## src/hw/serial_port_map.svh

```systemverilog
/*
  Register offsets, bit positions, reset values and divisors of the serial port.
  Assumes an 8-bit register address space.
*/
`ifndef SERIAL_PORT_MAP_SVH
`define SERIAL_PORT_MAP_SVH

`define OFS_POWER_CONTROL 8'h87
`define OFS_SERIAL_CONTROL 8'h98
`define OFS_SERIAL_DATA 8'h99
`define OFS_BAUD_RELOAD 8'h9A
`define OFS_INTERRUPT_ENABLE 8'hA8
`define OFS_IRQ_STATUS 8'hC0
`define OFS_IRQ_MASK 8'hC1

`define RST_BYTE 8'h00
`define RST_EVENTS 3'h0

`define SC_MODE_BIT_ZERO 7
`define SC_MODE_BIT_ONE 6
`define SC_MULTIPROC 5
`define SC_RX_ENABLE 4
`define SC_TX_NINTH 3
`define SC_RX_NINTH 2
`define SC_TX_DONE 1
`define SC_RX_DONE 0
`define PC_BAUD_DOUBLE 7
`define PC_FE_SELECT 6
`define PC_RESERVED 5
`define IE_GLOBAL 7
`define IE_SERIAL 4
`define EV_TX 0
`define EV_RX 1
`define EV_FE 2

`define DIV_SHIFT 16'h000C
`define DIV_FIXED_SLOW 16'h0040
`define DIV_FIXED_FAST 16'h0020
`define DIV_VAR_STEP 16

`endif

```

## src/hw/serial_port_pkg.sv

```systemverilog
/*
  Types of the serial port: engine states, register request and full state.
  Assumes nothing beyond the map header.
*/
package serial_port_pkg;
  typedef enum logic [1:0] {TX_IDLE, TX_SHIFT, TX_STOP} tx_state_type;
  typedef enum logic [2:0] {RX_IDLE, RX_START, RX_DATA, RX_STOP, RX_SHIFT0} rx_state_type;

  typedef struct packed {
    logic [7:0] addr;
    logic [7:0] wdata;
    logic [7:0] wmask;
    logic wr;
    logic rd;
  } bus_req_type;

  typedef struct packed {
    logic [7:0] serial_control;
    logic fe;
    logic [7:0] power_control;
    logic [7:0] ie;
    logic [7:0] baud;
    logic [2:0] status;
    logic [2:0] mask;
    logic [7:0] rx_buf;
    tx_state_type tx_st;
    logic [15:0] tx_cnt;
    logic [3:0] tx_idx;
    logic [10:0] tx_sh;
    rx_state_type rx_st;
    logic [15:0] rx_cnt;
    logic [3:0] rx_idx;
    logic [8:0] rx_sh;
    logic rxd_prev;
    logic [7:0] rd_data;
    logic irq;
    logic txd;
    logic rxd_out;
    logic rxd_oe;
  } state_type;
endpackage

```

## src/hw/serial_port_control.sv

```systemverilog
/*
  Serial port control: mode select, transmitter, receiver, framing error,
  interrupt flags, power control and interrupt enable registers.
  Assumes a register master on bus_req with read data one cycle later, a
  per-bit write mask for bit instructions, and pins synchronous to clk.
*/
// Implementation choice: strobed register access.
`timescale 1ns/1ps
`include "serial_port_map.svh"

// Summary of operation
// - Invalid stop bit on a received frame sets the framing error flag.
// - Framing error stays set until software writes zero to it.
// - Control bit 7 maps to framing error if select is one, else mode bit zero.
// - Mode bits pick shift, 8-bit variable, 9-bit fixed or 9-bit variable rate.
// - Multiprocessor bit gates reception in modes 1-3; software keeps it clear in mode 0.
// - Reception happens only while the receive enable bit is one.
// - Modes 2 and 3 send the transmit ninth bit as data bit nine.
// - Modes 2 and 3 load the received ninth bit into bit 2.
// - Mode 1 stores the stop bit in bit 2; mode 0 leaves it unused.
// - Transmit flag sets after 8th bit in mode 0, else at stop start.
// - Mode 0 receive flag sets at the end of the eighth bit.
// - Control register resets to zero and each bit is writable alone.
// - Power control holds baud doubling at 7, select at 6, bit 5 reserved.
// - Serial interrupt reaches the CPU only with global and serial enables set.
module serial_port_control
  import serial_port_pkg::*;
#(
  parameter int VAR_STEP = `DIV_VAR_STEP
) (
  input wire logic clk,
  input wire logic rst_n,
  input wire bus_req_type bus_req,
  input wire logic double_speed_mode,
  input wire logic rxd_in,
  output logic [7:0] rd_data,
  output logic irq,
  output logic txd,
  output logic rxd_out,
  output logic rxd_oe
);

  if (VAR_STEP < 2 || VAR_STEP > 255) begin : g_step_check
    $error("VAR_STEP must lie in 2..255");
  end

  state_type s_r;
  state_type s_nxt;

  logic [1:0] mode;
  logic [15:0] per;
  logic [15:0] half;
  logic [3:0] tx_bits;
  logic [3:0] rx_bits;
  logic wr_serial_control;
  logic tx_load;
  logic stop_eval;
  logic ev_tx;
  logic ev_rx;
  logic ev_fe;
  logic clk_low;
  logic [7:0] ctrl_merged;
  logic [7:0] msk_merged;

  function automatic logic [7:0] merge(input logic [7:0] old, input logic [7:0] w, input logic [7:0] m);
    merge = (old & ~m) | (w & m);
  endfunction

  assign mode = {s_r.serial_control[`SC_MODE_BIT_ZERO], s_r.serial_control[`SC_MODE_BIT_ONE]};
  assign half = per >> 1;
  assign wr_serial_control = bus_req.wr && bus_req.addr == `OFS_SERIAL_CONTROL;
  assign tx_load = bus_req.wr && bus_req.addr == `OFS_SERIAL_DATA && s_r.tx_st == TX_IDLE
    && s_r.rx_st != RX_SHIFT0;
  assign stop_eval = s_r.rx_st == RX_STOP && s_r.rx_cnt == 16'h0000 && s_r.serial_control[`SC_RX_ENABLE];

  // Bit time in clock cycles for the selected mode
  always_comb begin
    case (mode)
      2'b00: per = double_speed_mode ? (`DIV_SHIFT >> 1) : `DIV_SHIFT;
      2'b10: begin
        per = s_r.power_control[`PC_BAUD_DOUBLE] ? `DIV_FIXED_FAST : `DIV_FIXED_SLOW;
        if (double_speed_mode) begin
          per = per >> 1;
        end
      end
      default: per = 16'(({8'h00, s_r.baud} + 16'h0001) * 16'(VAR_STEP));
    endcase
    case (mode)
      2'b00: tx_bits = 4'h8;
      2'b01: tx_bits = 4'h9;
      default: tx_bits = 4'hA;
    endcase
    rx_bits = (mode == 2'b01) ? 4'h8 : 4'h9;
  end

  always_comb begin
    s_nxt = s_r;
    ev_tx = 1'b0;
    ev_rx = 1'b0;
    ev_fe = 1'b0;
    s_nxt.rxd_prev = rxd_in;
    ctrl_merged = merge(s_r.serial_control, bus_req.wdata, bus_req.wmask);
    msk_merged = merge({5'h00, s_r.mask}, bus_req.wdata, bus_req.wmask);

    // Software writes; each bit only where its mask bit is set
    if (wr_serial_control) begin
      s_nxt.serial_control[6:0] = ctrl_merged[6:0];
      if (bus_req.wmask[7]) begin
        if (s_r.power_control[`PC_FE_SELECT]) begin
          s_nxt.fe = bus_req.wdata[7];
        end else begin
          s_nxt.serial_control[7] = bus_req.wdata[7];
        end
      end
    end
    if (bus_req.wr) begin
      case (bus_req.addr)
        `OFS_POWER_CONTROL: begin
          s_nxt.power_control = merge(s_r.power_control, bus_req.wdata, bus_req.wmask);
          s_nxt.power_control[`PC_RESERVED] = 1'b0;
        end
        `OFS_INTERRUPT_ENABLE: s_nxt.ie = merge(s_r.ie, bus_req.wdata, bus_req.wmask);
        `OFS_BAUD_RELOAD: s_nxt.baud = merge(s_r.baud, bus_req.wdata, bus_req.wmask);
        `OFS_IRQ_STATUS: s_nxt.status = s_r.status & ~(bus_req.wdata[2:0] & bus_req.wmask[2:0]);
        `OFS_IRQ_MASK: s_nxt.mask = msk_merged[2:0];
        default: ;
      endcase
    end

    // Transmitter
    case (s_r.tx_st)
      TX_IDLE: begin
        if (tx_load) begin
          s_nxt.tx_st = TX_SHIFT;
          s_nxt.tx_cnt = per - 16'h0001;
          s_nxt.tx_idx = 4'h0;
          if (mode == 2'b00) begin
            s_nxt.tx_sh = {3'b111, bus_req.wdata};
          end else begin
            // Ninth position is the stop level in mode 1
            s_nxt.tx_sh = {1'b1, mode[1] ? s_r.serial_control[`SC_TX_NINTH] : 1'b1, bus_req.wdata, 1'b0};
          end
        end
      end
      TX_SHIFT: begin
        s_nxt.tx_cnt = s_r.tx_cnt - 16'h0001;
        if (s_r.tx_cnt == 16'h0000) begin
          s_nxt.tx_sh = {1'b1, s_r.tx_sh[10:1]};
          s_nxt.tx_idx = s_r.tx_idx + 4'h1;
          s_nxt.tx_cnt = per - 16'h0001;
          if (s_r.tx_idx + 4'h1 == tx_bits) begin
            ev_tx = 1'b1;
            s_nxt.tx_st = (mode == 2'b00) ? TX_IDLE : TX_STOP;
          end
        end
      end
      TX_STOP: begin
        s_nxt.tx_cnt = s_r.tx_cnt - 16'h0001;
        if (s_r.tx_cnt == 16'h0000) begin
          s_nxt.tx_st = TX_IDLE;
        end
      end
      default: s_nxt.tx_st = TX_IDLE;
    endcase

    // Receiver; dropping the enable abandons any frame in progress
    case (s_r.rx_st)
      RX_IDLE: begin
        if (s_r.serial_control[`SC_RX_ENABLE]) begin
          if (mode == 2'b00) begin
            // Shift mode receives only with the flag clear and the line free
            if (!s_r.serial_control[`SC_RX_DONE] && s_r.tx_st == TX_IDLE && !tx_load) begin
              s_nxt.rx_st = RX_SHIFT0;
              s_nxt.rx_cnt = per - 16'h0001;
              s_nxt.rx_idx = 4'h0;
            end
          end else if (s_r.rxd_prev && !rxd_in) begin
            s_nxt.rx_st = RX_START;
            s_nxt.rx_cnt = half - 16'h0001;
          end
        end
      end
      RX_START: begin
        s_nxt.rx_cnt = s_r.rx_cnt - 16'h0001;
        if (s_r.rx_cnt == 16'h0000) begin
          // A start bit gone high by mid-bit is a glitch
          s_nxt.rx_st = rxd_in ? RX_IDLE : RX_DATA;
          s_nxt.rx_cnt = per - 16'h0001;
          s_nxt.rx_idx = 4'h0;
        end
      end
      RX_DATA, RX_SHIFT0: begin
        s_nxt.rx_cnt = s_r.rx_cnt - 16'h0001;
        if (s_r.rx_cnt == 16'h0000) begin
          s_nxt.rx_sh = {rxd_in, s_r.rx_sh[8:1]};
          s_nxt.rx_idx = s_r.rx_idx + 4'h1;
          s_nxt.rx_cnt = per - 16'h0001;
          if (s_r.rx_st == RX_SHIFT0 && s_r.rx_idx == 4'h7) begin
            s_nxt.rx_st = RX_IDLE;
            s_nxt.rx_buf = s_nxt.rx_sh[8:1];
            ev_rx = 1'b1;
          end else if (s_r.rx_st == RX_DATA && s_r.rx_idx + 4'h1 == rx_bits) begin
            s_nxt.rx_st = RX_STOP;
          end
        end
      end
      RX_STOP: begin
        s_nxt.rx_cnt = s_r.rx_cnt - 16'h0001;
        if (s_r.rx_cnt == 16'h0000) begin
          s_nxt.rx_st = RX_IDLE;
          ev_fe = !rxd_in;
          // Frame is kept only with the flag clear and the address filter met
          if (!s_r.serial_control[`SC_RX_DONE] && (!s_r.serial_control[`SC_MULTIPROC]
              || (mode == 2'b01 ? rxd_in : s_r.rx_sh[8]))) begin
            ev_rx = 1'b1;
            s_nxt.rx_buf = (mode == 2'b01) ? s_r.rx_sh[8:1] : s_r.rx_sh[7:0];
            s_nxt.serial_control[`SC_RX_NINTH] = (mode == 2'b01) ? rxd_in : s_r.rx_sh[8];
          end
        end
      end
      default: s_nxt.rx_st = RX_IDLE;
    endcase
    if (!s_r.serial_control[`SC_RX_ENABLE]) begin
      s_nxt.rx_st = RX_IDLE;
    end

    // Hardware sets win over a software clear in the same cycle
    if (ev_tx) begin
      s_nxt.serial_control[`SC_TX_DONE] = 1'b1;
    end
    if (ev_rx) begin
      s_nxt.serial_control[`SC_RX_DONE] = 1'b1;
    end
    if (ev_fe) begin
      s_nxt.fe = 1'b1;
    end
    s_nxt.status = s_nxt.status | {ev_fe, ev_rx, ev_tx};

    if (bus_req.rd) begin
      case (bus_req.addr)
        `OFS_SERIAL_CONTROL: s_nxt.rd_data = {s_r.power_control[`PC_FE_SELECT] ? s_r.fe : s_r.serial_control[7],
          s_r.serial_control[6:0]};
        `OFS_SERIAL_DATA: s_nxt.rd_data = s_r.rx_buf;
        `OFS_POWER_CONTROL: s_nxt.rd_data = s_r.power_control;
        `OFS_INTERRUPT_ENABLE: s_nxt.rd_data = s_r.ie;
        `OFS_BAUD_RELOAD: s_nxt.rd_data = s_r.baud;
        `OFS_IRQ_STATUS: s_nxt.rd_data = {5'h00, s_r.status};
        `OFS_IRQ_MASK: s_nxt.rd_data = {5'h00, s_r.mask};
        default: s_nxt.rd_data = `RST_BYTE;
      endcase
    end

    s_nxt.irq = s_nxt.ie[`IE_GLOBAL] && s_nxt.ie[`IE_SERIAL] && |(s_nxt.status & s_nxt.mask);

    // Mode 0: txd carries the shift clock, low in the first half of each bit
    clk_low = (s_nxt.tx_st == TX_SHIFT && mode == 2'b00 && s_nxt.tx_cnt >= half)
      || (s_nxt.rx_st == RX_SHIFT0 && s_nxt.rx_cnt >= half);
    if (mode == 2'b00) begin
      s_nxt.txd = !clk_low;
    end else begin
      s_nxt.txd = (s_nxt.tx_st == TX_SHIFT) ? s_nxt.tx_sh[0] : 1'b1;
    end
    s_nxt.rxd_oe = mode == 2'b00 && s_nxt.tx_st == TX_SHIFT;
    s_nxt.rxd_out = s_nxt.rxd_oe ? s_nxt.tx_sh[0] : 1'b1;
  end

  always_ff @(posedge clk or negedge rst_n) begin
    if (!rst_n) begin
      s_r <= '0;
      s_r.tx_st <= TX_IDLE;
      s_r.rx_st <= RX_IDLE;
      s_r.rxd_prev <= 1'b1;
      s_r.txd <= 1'b1;
      s_r.rxd_out <= 1'b1;
    end else begin
      s_r <= s_nxt;
    end
  end

  assign rd_data = s_r.rd_data;
  assign irq = s_r.irq;
  assign txd = s_r.txd;
  assign rxd_out = s_r.rxd_out;
  assign rxd_oe = s_r.rxd_oe;
endmodule

```

## config.mk

```make
export PLATFORM = sky130hd
export DESIGN_NAME = serial_port_control
export DESIGN_NICKNAME = d
export VERILOG_FILES = /design/src/hw/serial_port_pkg.sv /design/src/hw/serial_port_control.sv
export VERILOG_INCLUDE_DIRS = /design/src /design/src/hw
export SDC_FILE = /design/constraint.sdc
export NUM_CORES = 1
export LEC_CHECK = 0
export BUFFER_PORTS_ARGS = -buffer_cell sky130_fd_sc_hd__buf_4
export CAP_MARGIN = 10
export CORE_UTILIZATION = 48
export DETAILED_ROUTE_END_ITERATION = 8
export PLACE_DENSITY_LB_ADDON = 0.08
export SLEW_MARGIN = 20
export SYNTH_ARGS = -nofsm -noshare
export SYNTH_HDL_FRONTEND = slang
export SYNTH_SLANG_ARGS = --single-unit
export TNS_END_PERCENT = 30
```

## constraint.sdc

```tcl
create_clock -name clk -period 3.9 [get_ports clk]
set_input_delay 0.195 -clock clk [delete_from_list [all_inputs] [get_ports clk]]
set_output_delay 0.195 -clock clk [all_outputs]
set_load 0.05 [all_outputs]
```

==> results.toml <==
[run_status]
status = "completed"

[die]
start_util_pct = 49.5
die-area_um2 = 17800
ios = 42
core_um2 = 16800
num_rows = 47
die_x_um = 134
die-height_um = 134

[worst_setup_path]
cpPeakStageDelay_ns = 0.42
path_delay_family = "compound AO/OA/AOI/OAI gates"
worstPathRequired_ns = 4.27
worst_setup_path_end_kind = "flop"
crit_type = "reg2reg"
cp_cell_sequence = "inv_1 -> ha_1 -> nor4_4 -> o21ai_0 -> or2b_1 -> nand2b_1 -> a21boi_2 -> a31oi_1 -> o311a_1 -> ha_1 -> a21o_1 -> a21o_1 -> a221o_1 -> nor4_4 -> o22a_1"
cp.arrival_ns = 4.15
startpoint_type = "flop"
slowest_stage = "dfrtp_1"
cp_max_fo = 4
critPathBufInv = 1

[logic_synthesis]
syn_inst = 939
synthesis.nets = 1001
netlist.area_leader.share_pct = 36.5
synth.top_cells.by_count = "nand2_1, dfrtp_1, nor2_1"
synth_edf_count = 0
synth_seq_area_share_pct = 37.4
synth_top_area_cell = "dfrtp_1"
synth_cell_types = 92
async_flop_share_pct = 100
syn_avg_cell_area_um2 = 8.84
synth_area_um2 = 8300
synth.most_common_cell = "nand2_1"
ys.flop_type = "dfrtp_1"
ys_warn_count = 0
ys_seq_elements = 124
netlist_top_cells_area = "dfrtp_1, nand2_1, mux2_2"

[power]
seqPwrFrac_pct = 36.7
peakVddDrop_v = 0.000331
p_comb_share_pct = 24.3
total_leakage_power_nw = 4.49
swShare_pct = 32.8
switching_power_mw = 1.36
clkPwrFrac_pct = 39.0
internal_power_mw = 2.78
p_per_area_nw_per_um2 = 410

[clock_network]
htree_levels = 4
tritoncts = "built"
numCtsBuffers = 17
clk_pin_slew_ns = 0.06
clock_sinks = 124
cts_buffer_depth = 2
ctsRootBufferMaster = "clkbuf_16"
insertion_delay_ns = 0.43

[sta]
setup_violations = 0
worst_clock_skew_ns = 0.00937
slew_headroom_pct = 32.1
min_period_ns = 3.78
fmax_ghz = 0.265
maxSlewViolCount = 0
rsz0062_at_grt = "false"
hold_viol = 0
worst_pin_slew_ns = 1.00
fin_crit_sh_pct = 96.9

[placement]
postPlaceCellArea_um2 = 9330
numPortBuffers = 41
gp_routability_congestion = 0.931
place_hpwl_mm = 19.1

[job]
cap_violations = 0

[cells_and_area]
antenna_cells = 0
fin_area_um2 = 10100
num-nets-final = 1115
post-route-util_pct = 60.3
area_delta_synth_final_pct = 21.7
drive_gt1_share_pct = 25.4

[routing]
drt_pass1_iterations = 7
wire_per_inst_um = 20.1
drt_wl_total_mm = 25.8
vias = 7857
ant_nets = 0
drc = 0
drt_iter0_markers = 790
routed_via_density = 6.11

[grt]
grt_first_pass_wirelength_mm = 41.2
grt_pass1_vias = 7601
overflow = 0
grt_usage_pct = 30.0
grt_max_degree = 125
antenna_found_initial = 0

[worst_hold_path]
hp-class = "in2reg"
-- power groups by stage --
stage	combinational [mW]	clock, mW	sequential (mW)
floorplan	0.615	0	1.52
global placement	0.943	0	1.53
detailed placement	0.964	0	1.54
CTS	0.976	1.63	1.52
global route	1.11	1.69	1.54
finish	1.00	1.61	1.52
-- cells by family after synthesis --
group                    count (synthesis)  synth area share [%]
AO/OA/AOI/OAI                          244                  20.4
buffers and inverters                   78                  4.33
AND/OR/NAND/NOR                        383                  23.3
adder cells (fa/ha/maj)                 34                  5.06
XOR/XNOR                                23                  2.52
flip-flops                             124                  37.4
multiplexers                            53                  7.04
-- final timing paths --
path                                     startpoint             endpoint  slack [ns]  cells past startpoint
worst max-delay path                           flop        txd$_DFF_PN1_        0.12                     15
worst min-delay path                    bus_req[13]                 flop        0.06                      2
worst max register to register                 flop        txd$_DFF_PN1_        0.12                     15
worst min register to register  s_r[55]$_DFFE_PN0P_  s_r[55]$_DFFE_PN0P_        0.47                      1
max in group asynchronous                     rst_n  s_r[23]$_DFFE_PN0P_        2.98                      3
min in group asynchronous                     rst_n    s_r[73]$_DFF_PN0_        0.39                      3
-- placed cells by master, fill, tap and decap left out, drive strengths merged, types with 5 or more instances in the layout --
| cell type | n |
|---|---|
| mux2i | 13 |
| nand4 | 19 |
| nand2b | 13 |
| nor2 | 70 |
| inv | 31 |
| nand2 | 166 |
| o221ai | 7 |
| o22ai | 7 |
| a222oi | 8 |
| nand3 | 21 |
| clkinv | 6 |
| mux2 | 40 |
| o31ai | 5 |
| clkbuf | 17 |
| buf | 144 |
| a211oi | 6 |
| xor2 | 9 |
| a221o | 10 |
| a22o | 7 |
| a31oi | 13 |
| and2 | 15 |
| o21ai | 67 |
| a21o | 11 |
| a22oi | 8 |
| ha | 32 |
| or3 | 13 |
| a21oi | 49 |
| xnor2 | 14 |
| dfrtp | 121 |
| nor3 | 22 |
| nor4 | 11 |
| o211ai | 10 |
| and3 | 5 |
-- timing repair --
action | in CTS | in global routing
endpoints found under the hold margin | 122 | 0
setup endpoints to repair | 1 | 1
gates resized for setup | 4 | 24
setup buffers | 0 | 11
hold buffers | 2 | 0
pin swaps | 0 | 17
-- layout make-up --
class / instances / area [um2]
sequential: 124 / 3110
tap: 220 / 275
multi-input combinational: 737 / 4920
timing repair buffer: 146 / 1120
clock buffer: 17 / 425
fill: 1468 / 6660
inverter: 27 / 101
clock inverter: 14 / 161
-- worst register-to-register path, delay by kind of cell (launching register included) --
kind	cells	cell delay, ns
flops	1	0.42
simple gates	4	0.87
buf+inv	1	0.07
compound gates	8	1.72
fa+ha+maj	2	0.65
-- per-stage QoR --
step / setup WS, ns / power (mW) / hold WS [ns] / std cells / TNS [ns]
6_report: 0.119 / 4.14 / 0.0552 / 1285 / 0
5_1_grt: 0.00383 / 4.34 / 0.0605 / 1285 / 0
4_1_cts: 0.0106 / 4.12 / 0.0437 / 1274 / 0
3_5_place_dp: -0.141 / 2.50 / 0.354 / 1241 / -0.141
3_3_place_gp: -0.0820 / 2.48 / 0.346 / 1241 / -0.0820
2_1_floorplan: 0.226 / 2.14 / -0.101 / 939 / 0
-- routing by layer --
layer	track usage (%)	wire [um]	share of wire [%]
met1	41.7	11300	44
met2	47.4	12100	47
met3	5.10	1830	7.1
met4	9.91	551	2.1
met5	0	0	0
Power figures use the tool's default switching activity.
